## src/nps_map.svh

```systemverilog
// timing counts, command codes and field positions for the page sequencer controller
`ifndef NPS_MAP_SVH
`define NPS_MAP_SVH
// command codes
`define NPS_CMD_AREA_A 8'h00
`define NPS_CMD_AREA_B 8'h01
`define NPS_CMD_AREA_C 8'h50
`define NPS_CMD_PROG_SETUP 8'h80
`define NPS_CMD_PROG_CONFIRM 8'h10
`define NPS_CMD_ERASE_SETUP 8'h60
`define NPS_CMD_ERASE_CONFIRM 8'hD0
`define NPS_CMD_COPY_SECOND 8'h8A
`define NPS_CMD_READ_STATUS 8'h70
// operation codes on the user port
`define NPS_OP_READ 3'h0
`define NPS_OP_PROGRAM 3'h1
`define NPS_OP_ERASE 3'h2
`define NPS_OP_COPY 3'h3
`define NPS_OP_STATUS 3'h4
// area select codes
`define NPS_AREA_A 2'h0
`define NPS_AREA_B 2'h1
`define NPS_AREA_C 2'h2
// status bit positions
`define NPS_SR_IDLE_BIT 6
`define NPS_SR_ERR_BIT 0
// address field layout
`define NPS_ADDR_BLOCK_LSB 14
// strobe timing in nanoseconds and clock period
`define NPS_CLK_PERIOD_NS 50
`define NPS_STROBE_LOW_NS 50
`define NPS_STROBE_LOW_CYC 4'((`NPS_STROBE_LOW_NS + `NPS_CLK_PERIOD_NS - 1) / `NPS_CLK_PERIOD_NS)
// deselect interval, minimum, rounded up
`define NPS_DESELECT_NS 100
`define NPS_DESELECT_CYC 4'((`NPS_DESELECT_NS + `NPS_CLK_PERIOD_NS - 1) / `NPS_CLK_PERIOD_NS)
// page buffer length in bus words
`define NPS_PAGE_LEN_X8 10'd528
`define NPS_PAGE_LEN_X16 10'd264
`endif

```

## src/nps_pkg.sv

```systemverilog
// types for the page sequencer controller
package nps_pkg;
  // flash pin outputs, grouped
  typedef struct packed {
    logic ceN;
    logic weN;
    logic reN;
    logic cmdLatch;
    logic addrLatch;
  } nps_pins_t;
  // a user order
  typedef struct packed {
    logic [2:0] op;
    logic [1:0] area;
    logic [25:0] addr;
    logic [25:0] addrDst;
    logic [9:0] count;
  } nps_req_t;
  // sequencer states, gray along write path
  typedef enum logic [3:0] {
    NPS_IDLE = 4'h0,
    NPS_PTR = 4'h1,
    NPS_CMD = 4'h3,
    NPS_ADDR = 4'h2,
    NPS_DATA = 4'h6,
    NPS_CONF = 4'h7,
    NPS_BUSY = 4'h5,
    NPS_RDATA = 4'h4,
    NPS_STAT = 4'hC,
    NPS_CMD2 = 4'hD,
    NPS_ADDR2 = 4'hF,
    NPS_DESEL = 4'hE
  } nps_state_t;
endpackage : nps_pkg

```

## src/nps_sequencer.sv

```systemverilog
// host-side controller that sequences page operations on a small-page nand flash
`timescale 1ns/1ps
`include "nps_map.svh"
// Notes on behaviour
// - pointer code may precede program setup
// - read pointer followed by four address cycles
// - end row read: chip enable high beyond deselect
// - one to full page per partial program
// - setup, four addresses, data, confirm
// - wait ready, then 8Ah and four addresses
// - copy source and target share top bit
// - failed copy back reports status error
// - erase: 60h, three row addresses, D0h
module nps_sequencer (
  // clock and reset
  input wire logic core_clk,
  input wire logic rst_b,
  // user order port
  input wire nps_pkg::nps_req_t req,
  input wire logic reqValid,
  output logic reqReady,
  input wire logic [15:0] wrData,
  input wire logic wide16,
  output logic wrTake,
  output logic [15:0] rdData,
  output logic rdValid,
  output logic [7:0] statusByte,
  output logic done,
  output logic opError,
  // flash pins
  output nps_pkg::nps_pins_t pins,
  output logic [15:0] ioOut,
  output logic ioOeN,
  input wire logic [15:0] ioIn,
  input wire logic ready_busy_n
);
  import nps_pkg::*;

  // ****************************************
  // pin synchronisers
  // ****************************************
  logic rbMeta_reg, rbSync_reg;
  logic [15:0] ioMeta_reg, ioSync_reg;
  // first stage feeds only the second stage
  always_ff @(posedge core_clk) begin
    rbMeta_reg <= ready_busy_n;
    rbSync_reg <= rbMeta_reg;
    ioMeta_reg <= ioIn;
    ioSync_reg <= ioMeta_reg;
  end

  // ****************************************
  // helpers
  // ****************************************
  // byte for address cycle n; erase skips the column cycle
  function automatic logic [7:0] addrByte(input logic [25:0] a, input logic [2:0] n);
    case (n)
      3'h0: addrByte = a[7:0];
      3'h1: addrByte = a[16:9];
      3'h2: addrByte = a[24:17];
      default: addrByte = {7'h00, a[25]};
    endcase
  endfunction : addrByte
  // pointer code for an area; B falls back to A on x16
  function automatic logic [7:0] ptrCode(input logic [1:0] ar, input logic w16);
    case (ar)
      `NPS_AREA_B: ptrCode = w16 ? `NPS_CMD_AREA_A : `NPS_CMD_AREA_B;
      `NPS_AREA_C: ptrCode = `NPS_CMD_AREA_C;
      default: ptrCode = `NPS_CMD_AREA_A;
    endcase
  endfunction : ptrCode

  // ****************************************
  // sequencer state
  // ****************************************
  nps_state_t state_reg, state_next;
  nps_req_t cur_reg, cur_next;
  nps_pins_t pins_reg, pins_next;
  logic [15:0] io_reg, io_next;
  logic oeN_reg, oeN_next;
  logic [2:0] acnt_reg, acnt_next;    // address cycle index
  logic [9:0] dcnt_reg, dcnt_next;    // data word index
  logic [3:0] tcnt_reg, tcnt_next;    // strobe phase timer
  logic phase_reg, phase_next;        // 0 strobe low, 1 strobe high
  logic [7:0] cmd2_reg, cmd2_next;    // confirm code, or FFh once copy source loaded
  logic [7:0] stat_reg, stat_next;
  logic rdy_reg, rdy_next, done_reg, done_next, err_reg, err_next;
  logic take_reg, take_next, rdv_reg, rdv_next;
  logic [15:0] rd_reg, rd_next;
  logic rbSeenLow_reg, rbSeenLow_next; // busy observed since strobe
  logic [1:0] area_reg, area_next;    // mirror of device pointer

  // next-state logic; each bus cycle is low phase then high phase
  always_comb begin
    state_next = state_reg;
    cur_next = cur_reg;
    pins_next = pins_reg;
    io_next = io_reg;
    oeN_next = oeN_reg;
    acnt_next = acnt_reg;
    dcnt_next = dcnt_reg;
    tcnt_next = tcnt_reg;
    phase_next = phase_reg;
    cmd2_next = cmd2_reg;
    stat_next = stat_reg;
    rdy_next = 1'b0;
    done_next = 1'b0;
    err_next = err_reg;
    take_next = 1'b0;
    rdv_next = 1'b0;
    rd_next = rd_reg;
    rbSeenLow_next = rbSeenLow_reg | ~rbSync_reg;
    area_next = area_reg;
    if (tcnt_reg != 4'h0) begin
      tcnt_next = tcnt_reg - 4'h1;
    end else begin
      case (state_reg)
        NPS_IDLE: begin
          pins_next = '{ceN: 1'b1, weN: 1'b1, reN: 1'b1, cmdLatch: 1'b0, addrLatch: 1'b0};
          oeN_next = 1'b1;
          rdy_next = 1'b1;
          if (reqValid && rdy_reg) begin
            // any op is accepted; codes 5 to 7 run a read setup, then a status read
            cur_next = req;
            rdy_next = 1'b0;
            acnt_next = (req.op == `NPS_OP_ERASE) ? 3'h1 : 3'h0;
            dcnt_next = 10'h000;
            phase_next = 1'b0;
            err_next = 1'b0;
            state_next = (req.op == `NPS_OP_ERASE || req.op == `NPS_OP_STATUS) ? NPS_CMD : NPS_PTR;
          end
        end
        NPS_PTR, NPS_CMD, NPS_CONF, NPS_CMD2: begin
          // command cycle: device latches on write enable rise with latch high
          pins_next.ceN = 1'b0;
          pins_next.cmdLatch = 1'b1;
          pins_next.addrLatch = 1'b0;
          oeN_next = 1'b0;
          if (!phase_reg) begin
            pins_next.weN = 1'b0;
            if (state_reg == NPS_PTR) begin
              // copy back source always uses area A
              io_next = {8'h00, (cur_reg.op == `NPS_OP_COPY) ? `NPS_CMD_AREA_A :
                         ptrCode(cur_reg.area, wide16)};
            end else if (state_reg == NPS_CMD) begin
              io_next = {8'h00, (cur_reg.op == `NPS_OP_PROGRAM) ? `NPS_CMD_PROG_SETUP :
                         (cur_reg.op == `NPS_OP_ERASE) ? `NPS_CMD_ERASE_SETUP :
                         `NPS_CMD_READ_STATUS};
            end else if (state_reg == NPS_CMD2) begin
              io_next = {8'h00, `NPS_CMD_COPY_SECOND};
            end else begin
              io_next = {8'h00, cmd2_reg};
            end
            phase_next = 1'b1;
            tcnt_next = `NPS_STROBE_LOW_CYC - 4'h1;
          end else begin
            pins_next.weN = 1'b1; // rising edge latches the code
            phase_next = 1'b0;
            tcnt_next = `NPS_STROBE_LOW_CYC - 4'h1;
            rbSeenLow_next = 1'b0;
            case (state_reg)
              NPS_PTR: begin
                // pointer lasting one operation is B; A and C persist
                area_next = (cur_reg.op == `NPS_OP_COPY) ? `NPS_AREA_A : cur_reg.area;
                state_next = (cur_reg.op == `NPS_OP_PROGRAM) ? NPS_CMD : NPS_ADDR;
              end
              NPS_CMD: begin
                state_next = (cur_reg.op == `NPS_OP_STATUS) ? NPS_STAT : NPS_ADDR;
                cmd2_next = (cur_reg.op == `NPS_OP_ERASE) ? `NPS_CMD_ERASE_CONFIRM :
                            `NPS_CMD_PROG_CONFIRM;
              end
              NPS_CMD2: state_next = NPS_ADDR2;
              default: begin
                // while busy only status would be accepted, so none is sent
                state_next = NPS_BUSY;
                if (area_reg == `NPS_AREA_B) area_next = `NPS_AREA_A;
              end
            endcase
          end
        end
        NPS_ADDR, NPS_ADDR2: begin
          pins_next.cmdLatch = 1'b0;
          pins_next.addrLatch = 1'b1;
          oeN_next = 1'b0;
          if (!phase_reg) begin
            pins_next.weN = 1'b0;
            // spare area: only low column bits count, rest sent as zero
            if (acnt_reg == 3'h0 && cur_reg.area == `NPS_AREA_C && state_reg == NPS_ADDR)
              io_next = {8'h00, 4'h0, wide16 ? {1'b0, cur_reg.addr[2:0]} : cur_reg.addr[3:0]};
            else if (state_reg == NPS_ADDR2)
              io_next = {8'h00, addrByte({cur_reg.addr[25], cur_reg.addrDst[24:0]}, acnt_reg)};
            else if (cur_reg.op == `NPS_OP_ERASE && acnt_reg == 3'h3)
              io_next = {8'h00, 7'h00, cur_reg.addr[25]};
            else
              io_next = {8'h00, addrByte(cur_reg.addr, acnt_reg)};
            phase_next = 1'b1;
            tcnt_next = `NPS_STROBE_LOW_CYC - 4'h1;
          end else begin
            pins_next.weN = 1'b1;
            phase_next = 1'b0;
            tcnt_next = `NPS_STROBE_LOW_CYC - 4'h1;
            rbSeenLow_next = 1'b0;
            acnt_next = acnt_reg + 3'h1;
            if (acnt_reg == 3'h3) begin
              acnt_next = 3'h0;
              // latch stays high through this rise; the next state drops it
              if (state_reg == NPS_ADDR2) state_next = NPS_BUSY; // 10h skipped
              else if (cur_reg.op == `NPS_OP_PROGRAM) state_next = NPS_DATA;
              else if (cur_reg.op == `NPS_OP_ERASE) state_next = NPS_CONF;
              else state_next = NPS_BUSY;
            end
          end
        end
        NPS_DATA: begin
          pins_next.addrLatch = 1'b0;
          oeN_next = 1'b0;
          if (!phase_reg) begin
            pins_next.weN = 1'b0;
            io_next = wrData;
            take_next = 1'b1;
            phase_next = 1'b1;
            tcnt_next = `NPS_STROBE_LOW_CYC - 4'h1;
          end else begin
            pins_next.weN = 1'b1;
            phase_next = 1'b0;
            tcnt_next = `NPS_STROBE_LOW_CYC - 4'h1;
            dcnt_next = dcnt_reg + 10'h001;
            // 1 to a full page, count holds length minus one
            if (dcnt_reg == cur_reg.count ||
                dcnt_reg == ((wide16 ? `NPS_PAGE_LEN_X16 : `NPS_PAGE_LEN_X8) - 10'h001))
              state_next = NPS_CONF;
          end
        end
        NPS_BUSY: begin
          // wait for ready after busy was seen, sampled two flops late
          oeN_next = 1'b1;
          pins_next.addrLatch = 1'b0; // data reads need the address latch low
          pins_next.cmdLatch = 1'b0;
          if (rbSeenLow_reg && rbSync_reg) begin
            dcnt_next = 10'h000;
            case (cur_reg.op)
              `NPS_OP_READ: state_next = NPS_RDATA;
              `NPS_OP_COPY: state_next = (acnt_reg == 3'h0 && cmd2_reg != 8'hFF) ? NPS_CMD2 : NPS_CMD;
              default: state_next = NPS_CMD;
            endcase
            if (cur_reg.op == `NPS_OP_COPY) cmd2_next = 8'hFF; // marks source loaded
            if (cur_reg.op != `NPS_OP_READ && !(cur_reg.op == `NPS_OP_COPY && cmd2_reg != 8'hFF))
              cur_next.op = `NPS_OP_STATUS; // finish with a status read
          end
        end
        NPS_RDATA, NPS_STAT: begin
          oeN_next = 1'b1;
          pins_next.cmdLatch = 1'b0;
          if (!phase_reg) begin
            pins_next.reN = 1'b0;
            phase_next = 1'b1;
            // two extra cycles: bus data reaches ioSync two flops after the fall
            tcnt_next = `NPS_STROBE_LOW_CYC + 4'h1;
          end else begin
            pins_next.reN = 1'b1;
            phase_next = 1'b0;
            tcnt_next = `NPS_STROBE_LOW_CYC - 4'h1;
            if (state_reg == NPS_STAT) begin
              stat_next = ioSync_reg[7:0];
              err_next = ioSync_reg[`NPS_SR_ERR_BIT];
              done_next = 1'b1;
              state_next = NPS_DESEL;
            end else begin
              rd_next = ioSync_reg;
              rdv_next = 1'b1;
              dcnt_next = dcnt_reg + 10'h001;
              // reading past page end keeps ce low: next page follows
              if (dcnt_reg == cur_reg.count) begin
                done_next = 1'b1;
                state_next = NPS_DESEL;
              end
            end
          end
        end
        NPS_DESEL: begin
          // hold ce high beyond deselect interval to end row read
          pins_next = '{ceN: 1'b1, weN: 1'b1, reN: 1'b1, cmdLatch: 1'b0, addrLatch: 1'b0};
          tcnt_next = `NPS_DESELECT_CYC;
          state_next = NPS_IDLE;
        end
        default: state_next = NPS_IDLE;
      endcase
    end
    if (!rst_b) area_next = `NPS_AREA_A;
  end

  // registers only
  always_ff @(posedge core_clk) begin
    if (!rst_b) begin
      state_reg <= NPS_IDLE;
      cur_reg <= '0;
      pins_reg <= '{ceN: 1'b1, weN: 1'b1, reN: 1'b1, cmdLatch: 1'b0, addrLatch: 1'b0};
      io_reg <= 16'h0000;
      oeN_reg <= 1'b1;
      acnt_reg <= 3'h0;
      dcnt_reg <= 10'h000;
      tcnt_reg <= 4'h0;
      phase_reg <= 1'b0;
      cmd2_reg <= 8'h00;
      stat_reg <= 8'h00;
      rdy_reg <= 1'b0;
      done_reg <= 1'b0;
      err_reg <= 1'b0;
      take_reg <= 1'b0;
      rdv_reg <= 1'b0;
      rd_reg <= 16'h0000;
      rbSeenLow_reg <= 1'b0;
      area_reg <= `NPS_AREA_A;
    end else begin
      state_reg <= state_next;
      cur_reg <= cur_next;
      pins_reg <= pins_next;
      io_reg <= io_next;
      oeN_reg <= oeN_next;
      acnt_reg <= acnt_next;
      dcnt_reg <= dcnt_next;
      tcnt_reg <= tcnt_next;
      phase_reg <= phase_next;
      cmd2_reg <= cmd2_next;
      stat_reg <= stat_next;
      rdy_reg <= rdy_next;
      done_reg <= done_next;
      err_reg <= err_next;
      take_reg <= take_next;
      rdv_reg <= rdv_next;
      rd_reg <= rd_next;
      rbSeenLow_reg <= rbSeenLow_next;
      area_reg <= area_next;
    end
  end

  // outputs straight from flops
  assign reqReady = rdy_reg;
  assign wrTake = take_reg;
  assign rdData = rd_reg;
  assign rdValid = rdv_reg;
  assign statusByte = stat_reg;
  assign done = done_reg;
  assign opError = err_reg;
  assign pins = pins_reg;
  assign ioOut = io_reg;
  assign ioOeN = oeN_reg;
endmodule : nps_sequencer

```

## config.mk

```make
export PLATFORM = sky130hd
export DESIGN_NAME = nps_sequencer
export DESIGN_NICKNAME = d
export VERILOG_FILES = /design/src/nps_pkg.sv /design/src/nps_sequencer.sv
export VERILOG_INCLUDE_DIRS = /design/src /design/src/src
export SDC_FILE = /design/constraint.sdc
export NUM_CORES = 1
export LEC_CHECK = 0
export BUFFER_PORTS_ARGS = -buffer_cell sky130_fd_sc_hd__buf_4
export CAP_MARGIN = 5
export CORE_ASPECT_RATIO = 1.75
export CORE_MARGIN = 2
export CORE_UTILIZATION = 50
export CTS_CLUSTER_DIAMETER = 150
export DETAILED_ROUTE_END_ITERATION = 8
export MAX_ROUTING_LAYER = met4
export PLACE_DENSITY_LB_ADDON = 0.1
export SLEW_MARGIN = 25
export SYNTH_ARGS = -nofsm -noshare
export SYNTH_HDL_FRONTEND = slang
export SYNTH_SLANG_ARGS = --single-unit
```

## constraint.sdc

```tcl
create_clock -name core_clk -period 2.5 [get_ports core_clk]
set_input_delay 0.25 -clock core_clk [delete_from_list [all_inputs] [get_ports core_clk]]
set_output_delay 0.25 -clock core_clk [all_outputs]
set_load 0.02 [all_outputs]
```

# After elaboration in Yosys (flattened, before gate mapping)
# Index checks and enable logic that the tools add are counted.
# W data, S select, Z words.
word_totals:
  in_bits: 104
  word_cells: 228
  register_bits: 183
classes:
  n_reduce_logical: 60
  n_eq_ne: 42
  bitwise_logic: 9
  n_mux: 83
  n_addsub: 4
ops:
  columns: ["op", "count"]
  rows:
  - ["$mux W8", 13]
  - ["$mux W67", 1]
  - ["$mux W4", 16]
  - ["$mux W10", 6]
  - ["$mux W16", 3]
  - ["$pmux W16 S3", 1]
  - ["$pmux W8 S3", 2]
  - ["$pmux W10 S4", 1]
  - ["$ne A2 B2 Y1 const B", 16]
  - ["$pmux W4 S3", 2]
  - ["$pmux W4 S6", 1]
  - ["$reduce_bool A2 Y1", 11]
  - ["$eq A10 B10 Y1", 2]
  - ["$eq A4 B3 Y1 const B", 4]
  - ["$eq A4 B4 Y1 const B", 4]
  - ["$pmux W1 S2", 8]
  - ["$pmux W8 S2", 1]
  - ["$eq A3 B2 Y1 const B", 5]
  - ["$mux W1", 15]
  - ["$mux W3", 5]
  - ["$reduce_and A5 Y1", 3]
  - ["$pmux W7 S2", 1]
  - ["$reduce_or A7 Y1", 2]
  - ["$pmux W3 S2", 2]
  - ["36 further kinds", 73]

# Logic depth before layout (Yosys ltp)
# Gate-level depths: netlist of the first run.
depth:
  depth_word: 7
  mapped_depth: 9
  mapped_depth_nobuf: 7

# Worst setup path after synthesis of the first run
# Ideal clock, no wire load.
synth_timing:
  path_kind: "flip-flop to flip-flop"
  from: "register tcnt_reg[0]"
  to: "register dcnt_reg[7]"
  n_path_buf: 1
  arrival_ps: 2028
  stages_incl_launch_ff: 9
  path_slack_ps: 398
  cell_sequence: "dfxtp_1 > inv_1 > ha_1 > or3b_1 > buf_6 > a31oi_4 > nand4_4 > or4_1 > a21oi_1"
synth_via:
  elab_chain_cells: 3
synth_lines:
  columns: ["element", "line", "text"]
  rows:
  - ["start, declared", "nps_sequencer.sv:83", "logic [3:0] tcnt_reg, tcnt_next;"]
  - ["start signal, assigned", "nps_sequencer.sv:322", "tcnt_reg <= tcnt_next;"]
  - ["$reduce_bool A4 Y1", "nps_sequencer.sv:114", "if (tcnt_reg != 4'h0) begin"]
  - ["$not A1 Y1 (no source line)", null, null]
  - ["$reduce_and A7 Y1 (no source line)", null, null]
  - ["end signal, assigned", "nps_sequencer.sv:321", "dcnt_reg <= dcnt_next;"]
  - ["end, declared", "nps_sequencer.sv:82", "logic [9:0] dcnt_reg, dcnt_next;"]
# Every way passes these cells.
# A chain may end at the register's enable or synchronous reset.

# Worst setup path in the final report of the first run
layout_timing:
  from: "register tcnt_reg[0]"
  to: "register cur_reg[64] (netlist bit)"
layout_via:
  elab_chain_cells: 3
layout_lines:
  columns: ["element", "line", "text"]
  rows:
  - ["$reduce_bool A4 Y1", "nps_sequencer.sv:114", null]
  - ["$not A1 Y1 (no source line)", null, null]
  - ["$reduce_and A5 Y1 (no source line)", null, null]
  - ["end signal, assigned", "nps_sequencer.sv:316", "cur_reg <= cur_next;"]
  - ["end, declared", "nps_sequencer.sv:77", "nps_req_t cur_reg, cur_next;"]
# Every way passes these cells.

==> metrics.txt, run 1 <==
antenna violations before repair 0; Yosys reg bits 175; most frequent cells in the layout nand2_1 (199), buf_4 (189), dfxtp_1 (175); Startpoint Class flop; Power Density 964 nW/µm²; Via density 5.70; Final nets 1,162; critical path fanouts, max 6; Chip Width 95.7 µm; Distinct cells, synth 75; total grt overflow 0; fraction of registers with async set or reset after synthesis 0%; number of rows in the core area 58; met3 Use GR 5.29%; Sink Count 175; Critical Path Sink Type flop; IO Count 155; share of layout cells above drive strength 1 22.8%; postcts setup bufs 0; Slew Viols, Final 0; Worst-Margin Slew 0.644 ns; Mapped Avg Cell Area 8.38 µm²; VDD IR max 0.690 mV; crit path DAT 2.68 ns; DR vias 7,076; Starting Density 51.2%; relative slew slack 56.4%; Syn Inst Count 878; H-tree levels 4; Setup Skew 0.0108 ns; maximum clock insertion buffer count 2; Finish-stage setup viols 0; gr usage total 28.6%; setup TNS 0 ns; critical path required time 2.86 ns; area grow syn2layout 31.3%; CTS clock-pin slew for the worst setup and hold paths 0.08 ns; TritonCTS clock tree done; sequential area share after synthesis 47.6%; main flop type after synthesis dfxtp_1; Die Area 15,700 µm²; worst min-delay path class input port to flop; max-capacitance violation count 0; CORE AREA 14,400 µm²; post-layout power 9.32 mW; CTS Buf Count 17; Final period util 93.0%; dpl hpwl 15.6 mm; Finished Core Util 67.2%; Syn Std Cell Area 7360 µm²; crit path time final 2.33 ns; EDFF count, synth 0; Leak 3.79 nW; commonest non-fill, non-tap cell in the layout nand2_1; pin count of the biggest net entering global routing 62; antenna cells 0; first-pass iteration count of the detailed router 5; IO Port Bufs 151; GP Congestion 0.972; die span in y 164 µm; maximum achievable frequency 430 MHz; busiest grt layer met2; post-route ant nets 0; First DRT Iteration DRCs 430; Avg WL per Cell 17.4 µm; max FFs per register 64; post_cts resized 0; number of global-route vias before repair 6,835; clk_lat worst skew 0.43 ns; drt total wl 21.6 mm; Crit Path Class flop to flop; GR Util met2 50.1%; M1 GR Usage 29.8%; DRC viols 0; final hold viol count 0; first-pass GRT wire length 33.9 mm; clk root buf clkbuf_16; status completed; YS warnings 0; RSZ-0062 raised after global routing no; syn nets 991
critical path, cell delays in order, from the launching register on:
cell and delay (ns):
dfxtp_1 0.31, inv_1 0.09, ha_1 0.21, or3b_1 0.49, buf_4 0.20, a211o_1 0.34, or4_1 0.45, a21oi_1 0.16
logic make-up after synthesis:
kind of cell,after synthesis,share of synthesized area [%]
adder cells (fa/ha/maj),9,1.53
XOR/XNOR,15,1.79
AND/OR/NAND/NOR,338,21.8
AO/OA/AOI/OAI,252,21.8
buffers and inverters,82,4.49
multiplexers,7,0.969
flip-flops,175,47.6
area by class of cell:
| cell class | instances | area, µm² |
|---|---|---|
| fill | 1246 | 4710 |
| sequential | 175 | 3500 |
| timing repair buffer | 213 | 1730 |
| tap | 180 | 225 |
| inverter | 21 | 78.8 |
| clock inverter | 14 | 161 |
| multi-input combinational | 621 | 3530 |
| clock buffer | 18 | 429 |
cell usage after synthesis, types with 6 or more instances:
cell / count / share of area [%]
a211oi_1: 9 / 0.92
xor2_1: 12 / 1.4
a31oi_1: 9 / 0.76
dfxtp_1: 175 / 48
buf_2: 8 / 0.54
a222oi_1: 16 / 2.2
and3_1: 7 / 0.60
nor2b_1: 8 / 0.68
nor2_1: 31 / 1.6
nand3_1: 16 / 1.1
ha_1: 9 / 1.5
a21oi_1: 122 / 8.3
nand4_1: 7 / 0.60
a22o_1: 9 / 1.1
nor3_1: 12 / 0.82
o21ai_0: 35 / 2.4
mux2i_1: 6 / 0.82
clkbuf_1: 45 / 2.3
or3_1: 9 / 0.76
nand3b_1: 6 / 0.61
inv_1: 19 / 0.97
nor4_1: 6 / 0.51
nand2_1: 199 / 10
layer usage:
layer	vias up	part of all wire [%]	routed length [µm]
li1	3457	-	-
met1	3305	38	8170
met2	249	52	11300
met3	65	5.1	1110
met4	0	4.6	999
met5	-	0	0
power by group:
group          internal (mW)  switching, mW  leakage, nW
clock                   1.35           1.28        0.285
combinational           1.35           2.02         2.08
sequential              3.06          0.260         1.43
total                   5.76           3.56         3.79
worst paths after layout:
path / slack [ns] / end / from / cells past startpoint
max: 0.17 / cur_reg[64] / tcnt_reg[0] / 7
min: 0.04 / ioOut[12] / wrData[12] / 2
max reg2reg: 0.17 / cur_reg[64] / tcnt_reg[0] / 7
min reg2reg: 0.32 / ioSync_reg[10] / ioMeta_reg[10] / 0
stage by stage:
stage               hold WS [ns]  cell area (µm²)  worst slack (ns)  std cells
detailed placement         0.312             8900             0.222       1193
CTS                       0.0311             9660             0.171       1242
floorplan                  0.278             7360             0.398        878
global placement           0.310             8900             0.264       1193
finish                    0.0383             9660             0.175       1242
global route              0.0313             9660            0.0422       1242
what timing repair did:
action                                  4_1_cts  5_1_grt
endpoints found under the setup margin        0        0
hold buffers                                 17        0
endpoints found under the hold margin        17        0
Power figures use the tool's default switching activity.
==> inputs of run 2 (changes only) <==
--- a/config.mk
+++ b/config.mk
@@ -6,7 +6,7 @@
 export SDC_FILE = /design/constraint.sdc
 export NUM_CORES = 1
 export LEC_CHECK = 0
-export BUFFER_PORTS_ARGS = -buffer_cell sky130_fd_sc_hd__buf_4
+export BUFFER_PORTS_ARGS = -buffer_cell sky130_fd_sc_hd__clkbuf_2
 export CAP_MARGIN = 5
 export CORE_ASPECT_RATIO = 1.75
 export CORE_MARGIN = 2
==> run 2 against run 1 <==
- worst setup slack worse by 0.013 ns
- cell count down 0.24%
- maximum frequency down 0.55%
- via count down 0.41%
- non-clock buffer count down 3
- die area unchanged
==> metrics.txt, run 2 (synthesis results as in run 1) <==
share of layout cells above drive strength 1 22.7% (was 22.8%); relative slew slack 54.8% (was 56.4%); Chip Width 95.7 µm (unchanged); IO Count 155 (unchanged); commonest non-fill, non-tap cell in the layout nand2_1 (unchanged); postcts setup bufs 0 (unchanged); status completed (unchanged); Critical Path Sink Type flop (unchanged); top sig layer met4 (unchanged); Crit-path slowest cell dfxtp_1 (was or3b_1); antenna violations before repair 0 (unchanged); Starting Density 51.2% (unchanged); Finish-stage setup viols 0 (unchanged); Avg WL per Cell 17.2 µm (was 17.4 µm); DR WL met3 1.23 mm (was 1.11 mm); setup TNS 0 ns (unchanged); CTS Buf Count 17 (unchanged); gr usage total 27.9% (was 28.6%); Crit Path Class flop to flop (unchanged); Sink Count 175 (unchanged); fillers 1,285 (was 1,246); crit path DAT 2.69 ns (was 2.68 ns); pin count of the biggest net entering global routing 62 (unchanged); H-tree levels 4 (unchanged); Via density 5.69 (was 5.70); Power Density 1000 nW/µm² (was 964 nW/µm²); Final period util 93.5% (was 93.0%); Seq. cell area 3500 µm² (unchanged); drt total wl 21.3 mm (was 21.6 mm); Die Area 15,700 µm² (unchanged); IO Port Bufs 151 (unchanged); maximum achievable frequency 428 MHz (was 430 MHz); Startpoint Class flop (unchanged); final hold viol count 0 (unchanged); first-pass GRT wire length 33.2 mm (was 33.9 mm); TritonCTS clock tree done (unchanged); placed cells 1,190 (was 1,193); first-pass iteration count of the detailed router 5 (unchanged); Setup Skew 0.00997 ns (was 0.0108 ns); DRC viols 0 (unchanged); most frequent cells in the layout nand2_1 (199), dfxtp_1 (175), clkbuf_2 (151) (was nand2_1 (199), buf_4 (189), dfxtp_1 (175)); Final nets 1,159 (was 1,162); crit path time final 2.34 ns (was 2.33 ns); CORE AREA 14,400 µm² (unchanged); critical path required time 2.85 ns (was 2.86 ns); crit-path cells and4bb_1 > o211ai_1 > a211o_1 > or4_1 > a21oi_1 (was inv_1 > ha_1 > or3b_1 > buf_4 > a211o_1 > or4_1 > a21oi_1); antenna cells 0 (unchanged); Multi-input gate area 3530 µm² (unchanged); number of global-route vias before repair 6,751 (was 6,835); post-route ant nets 0 (unchanged); clk_lat worst skew 0.43 ns (about the same); dpl hpwl 15.1 mm (was 15.6 mm); VDD IR max 0.508 mV (was 0.690 mV); GP Congestion 1.00 (was 0.972); RSZ-0062 raised after global routing no (unchanged); critical path fanouts, max 20 (was 6); CP max stage delay 0.76 ns (was 0.49 ns); DR vias 7,047 (was 7,076); DRT met1 WL 8.10 mm (was 8.17 mm); Finished Core Util 64.3% (was 67.2%); max FFs per register 64 (unchanged); Slew Viols, Final 0 (unchanged); maximum clock insertion buffer count 2 (unchanged); max-capacitance violation count 0 (unchanged); clk root buf clkbuf_16 (unchanged); Leak 3.67 nW (was 3.79 nW); First DRT Iteration DRCs 553 (was 430); CTS clock-pin slew for the worst setup and hold paths 0.08 ns (about the same); area grow syn2layout 25.5% (was 31.3%); die span in y 164 µm (unchanged); met2 WL post-DR 11.1 mm (was 11.3 mm); worst min-delay path class input port to flop (unchanged); Post-Layout Cell Count 1,239 (was 1,242); Worst-Margin Slew 0.677 ns (was 0.644 ns); total grt overflow 0 (unchanged); number of rows in the core area 58 (unchanged)
## run 2: cell types whose count changed in the layout (fill, tap and decap cells not counted)
cell       before  now
buf_4         189   39
clkinv_4        1    2
clkbuf_1        1    0
clkinv_8        4    3
inv_8           4    6
inv_6           4    2
bufinv_16       0    1
buf_12          7    3
clkbuf_2        0  151
## run 2: per-stage QoR
step | instance area [µm²] | worst slack [ns] | hold WS (ns) | total power, mW
6_report | 9230 | 0.162 | 0.0286 | 9.24
5_1_grt | 9230 | 0.0571 | 0.0245 | 9.68
4_1_cts | 9230 | 0.177 | 0.0219 | 9.25
3_5_place_dp | 8450 | 0.191 | 0.312 | 6.48
3_3_place_gp | 8450 | 0.229 | 0.310 | 6.46
2_1_floorplan | 7360 | 0.398 | 0.278 | 5.34
## run 2: final timing paths
kind,startpoint,endpoint,slack (ns),cells after the start
worst max-delay path,state_reg[2],cur_reg[65],0.16,5
worst min-delay path,req[1],cur_reg[1],0.03,3
worst max register to register,state_reg[2],cur_reg[65],0.16,5
worst min register to register,ioMeta_reg[12],ioSync_reg[12],0.33,0
## run 2: what timing repair did
item | CTS | global route
resized for setup | 0 | 0
hold endpoints to repair | 17 | 0
hold buffers | 17 | 0
## run 2: area by class of cell
cell class	count	area share [%]
multi-input cells	621	38.3
clock buffers	17	4.61
clock inverters	15	2.05
flip-flops and latches	175	37.9
well taps	180	2.44
inverters	21	0.854
repair buffers	210	13.8
## run 2: worst max-delay path, delay by kind of cell, from the launching register on
family | cells | cell delay (ns)
AOI/OAI and AO/OA | 3 | 0.66
DFF | 1 | 0.76
and+or+nand+nor | 2 | 0.85
## run 2: report_power, final
part,leakage [nW],switching (mW),internal (mW)
combinational,1.94,1.96,1.19
sequential,1.43,0.272,3.06
clock,0.298,1.31,1.45
total,3.67,3.54,5.70
## run 2: per-layer routing
| layer | global-route usage (%) | up-vias |
|---|---|---|
| met1 | 29.7 | 3269 |
| met5 | - | - |
| li1 | - | 3455 |
| met2 | 48.1 | 258 |
| met3 | 5.70 | 65 |
| met4 | 14.0 | 0 |
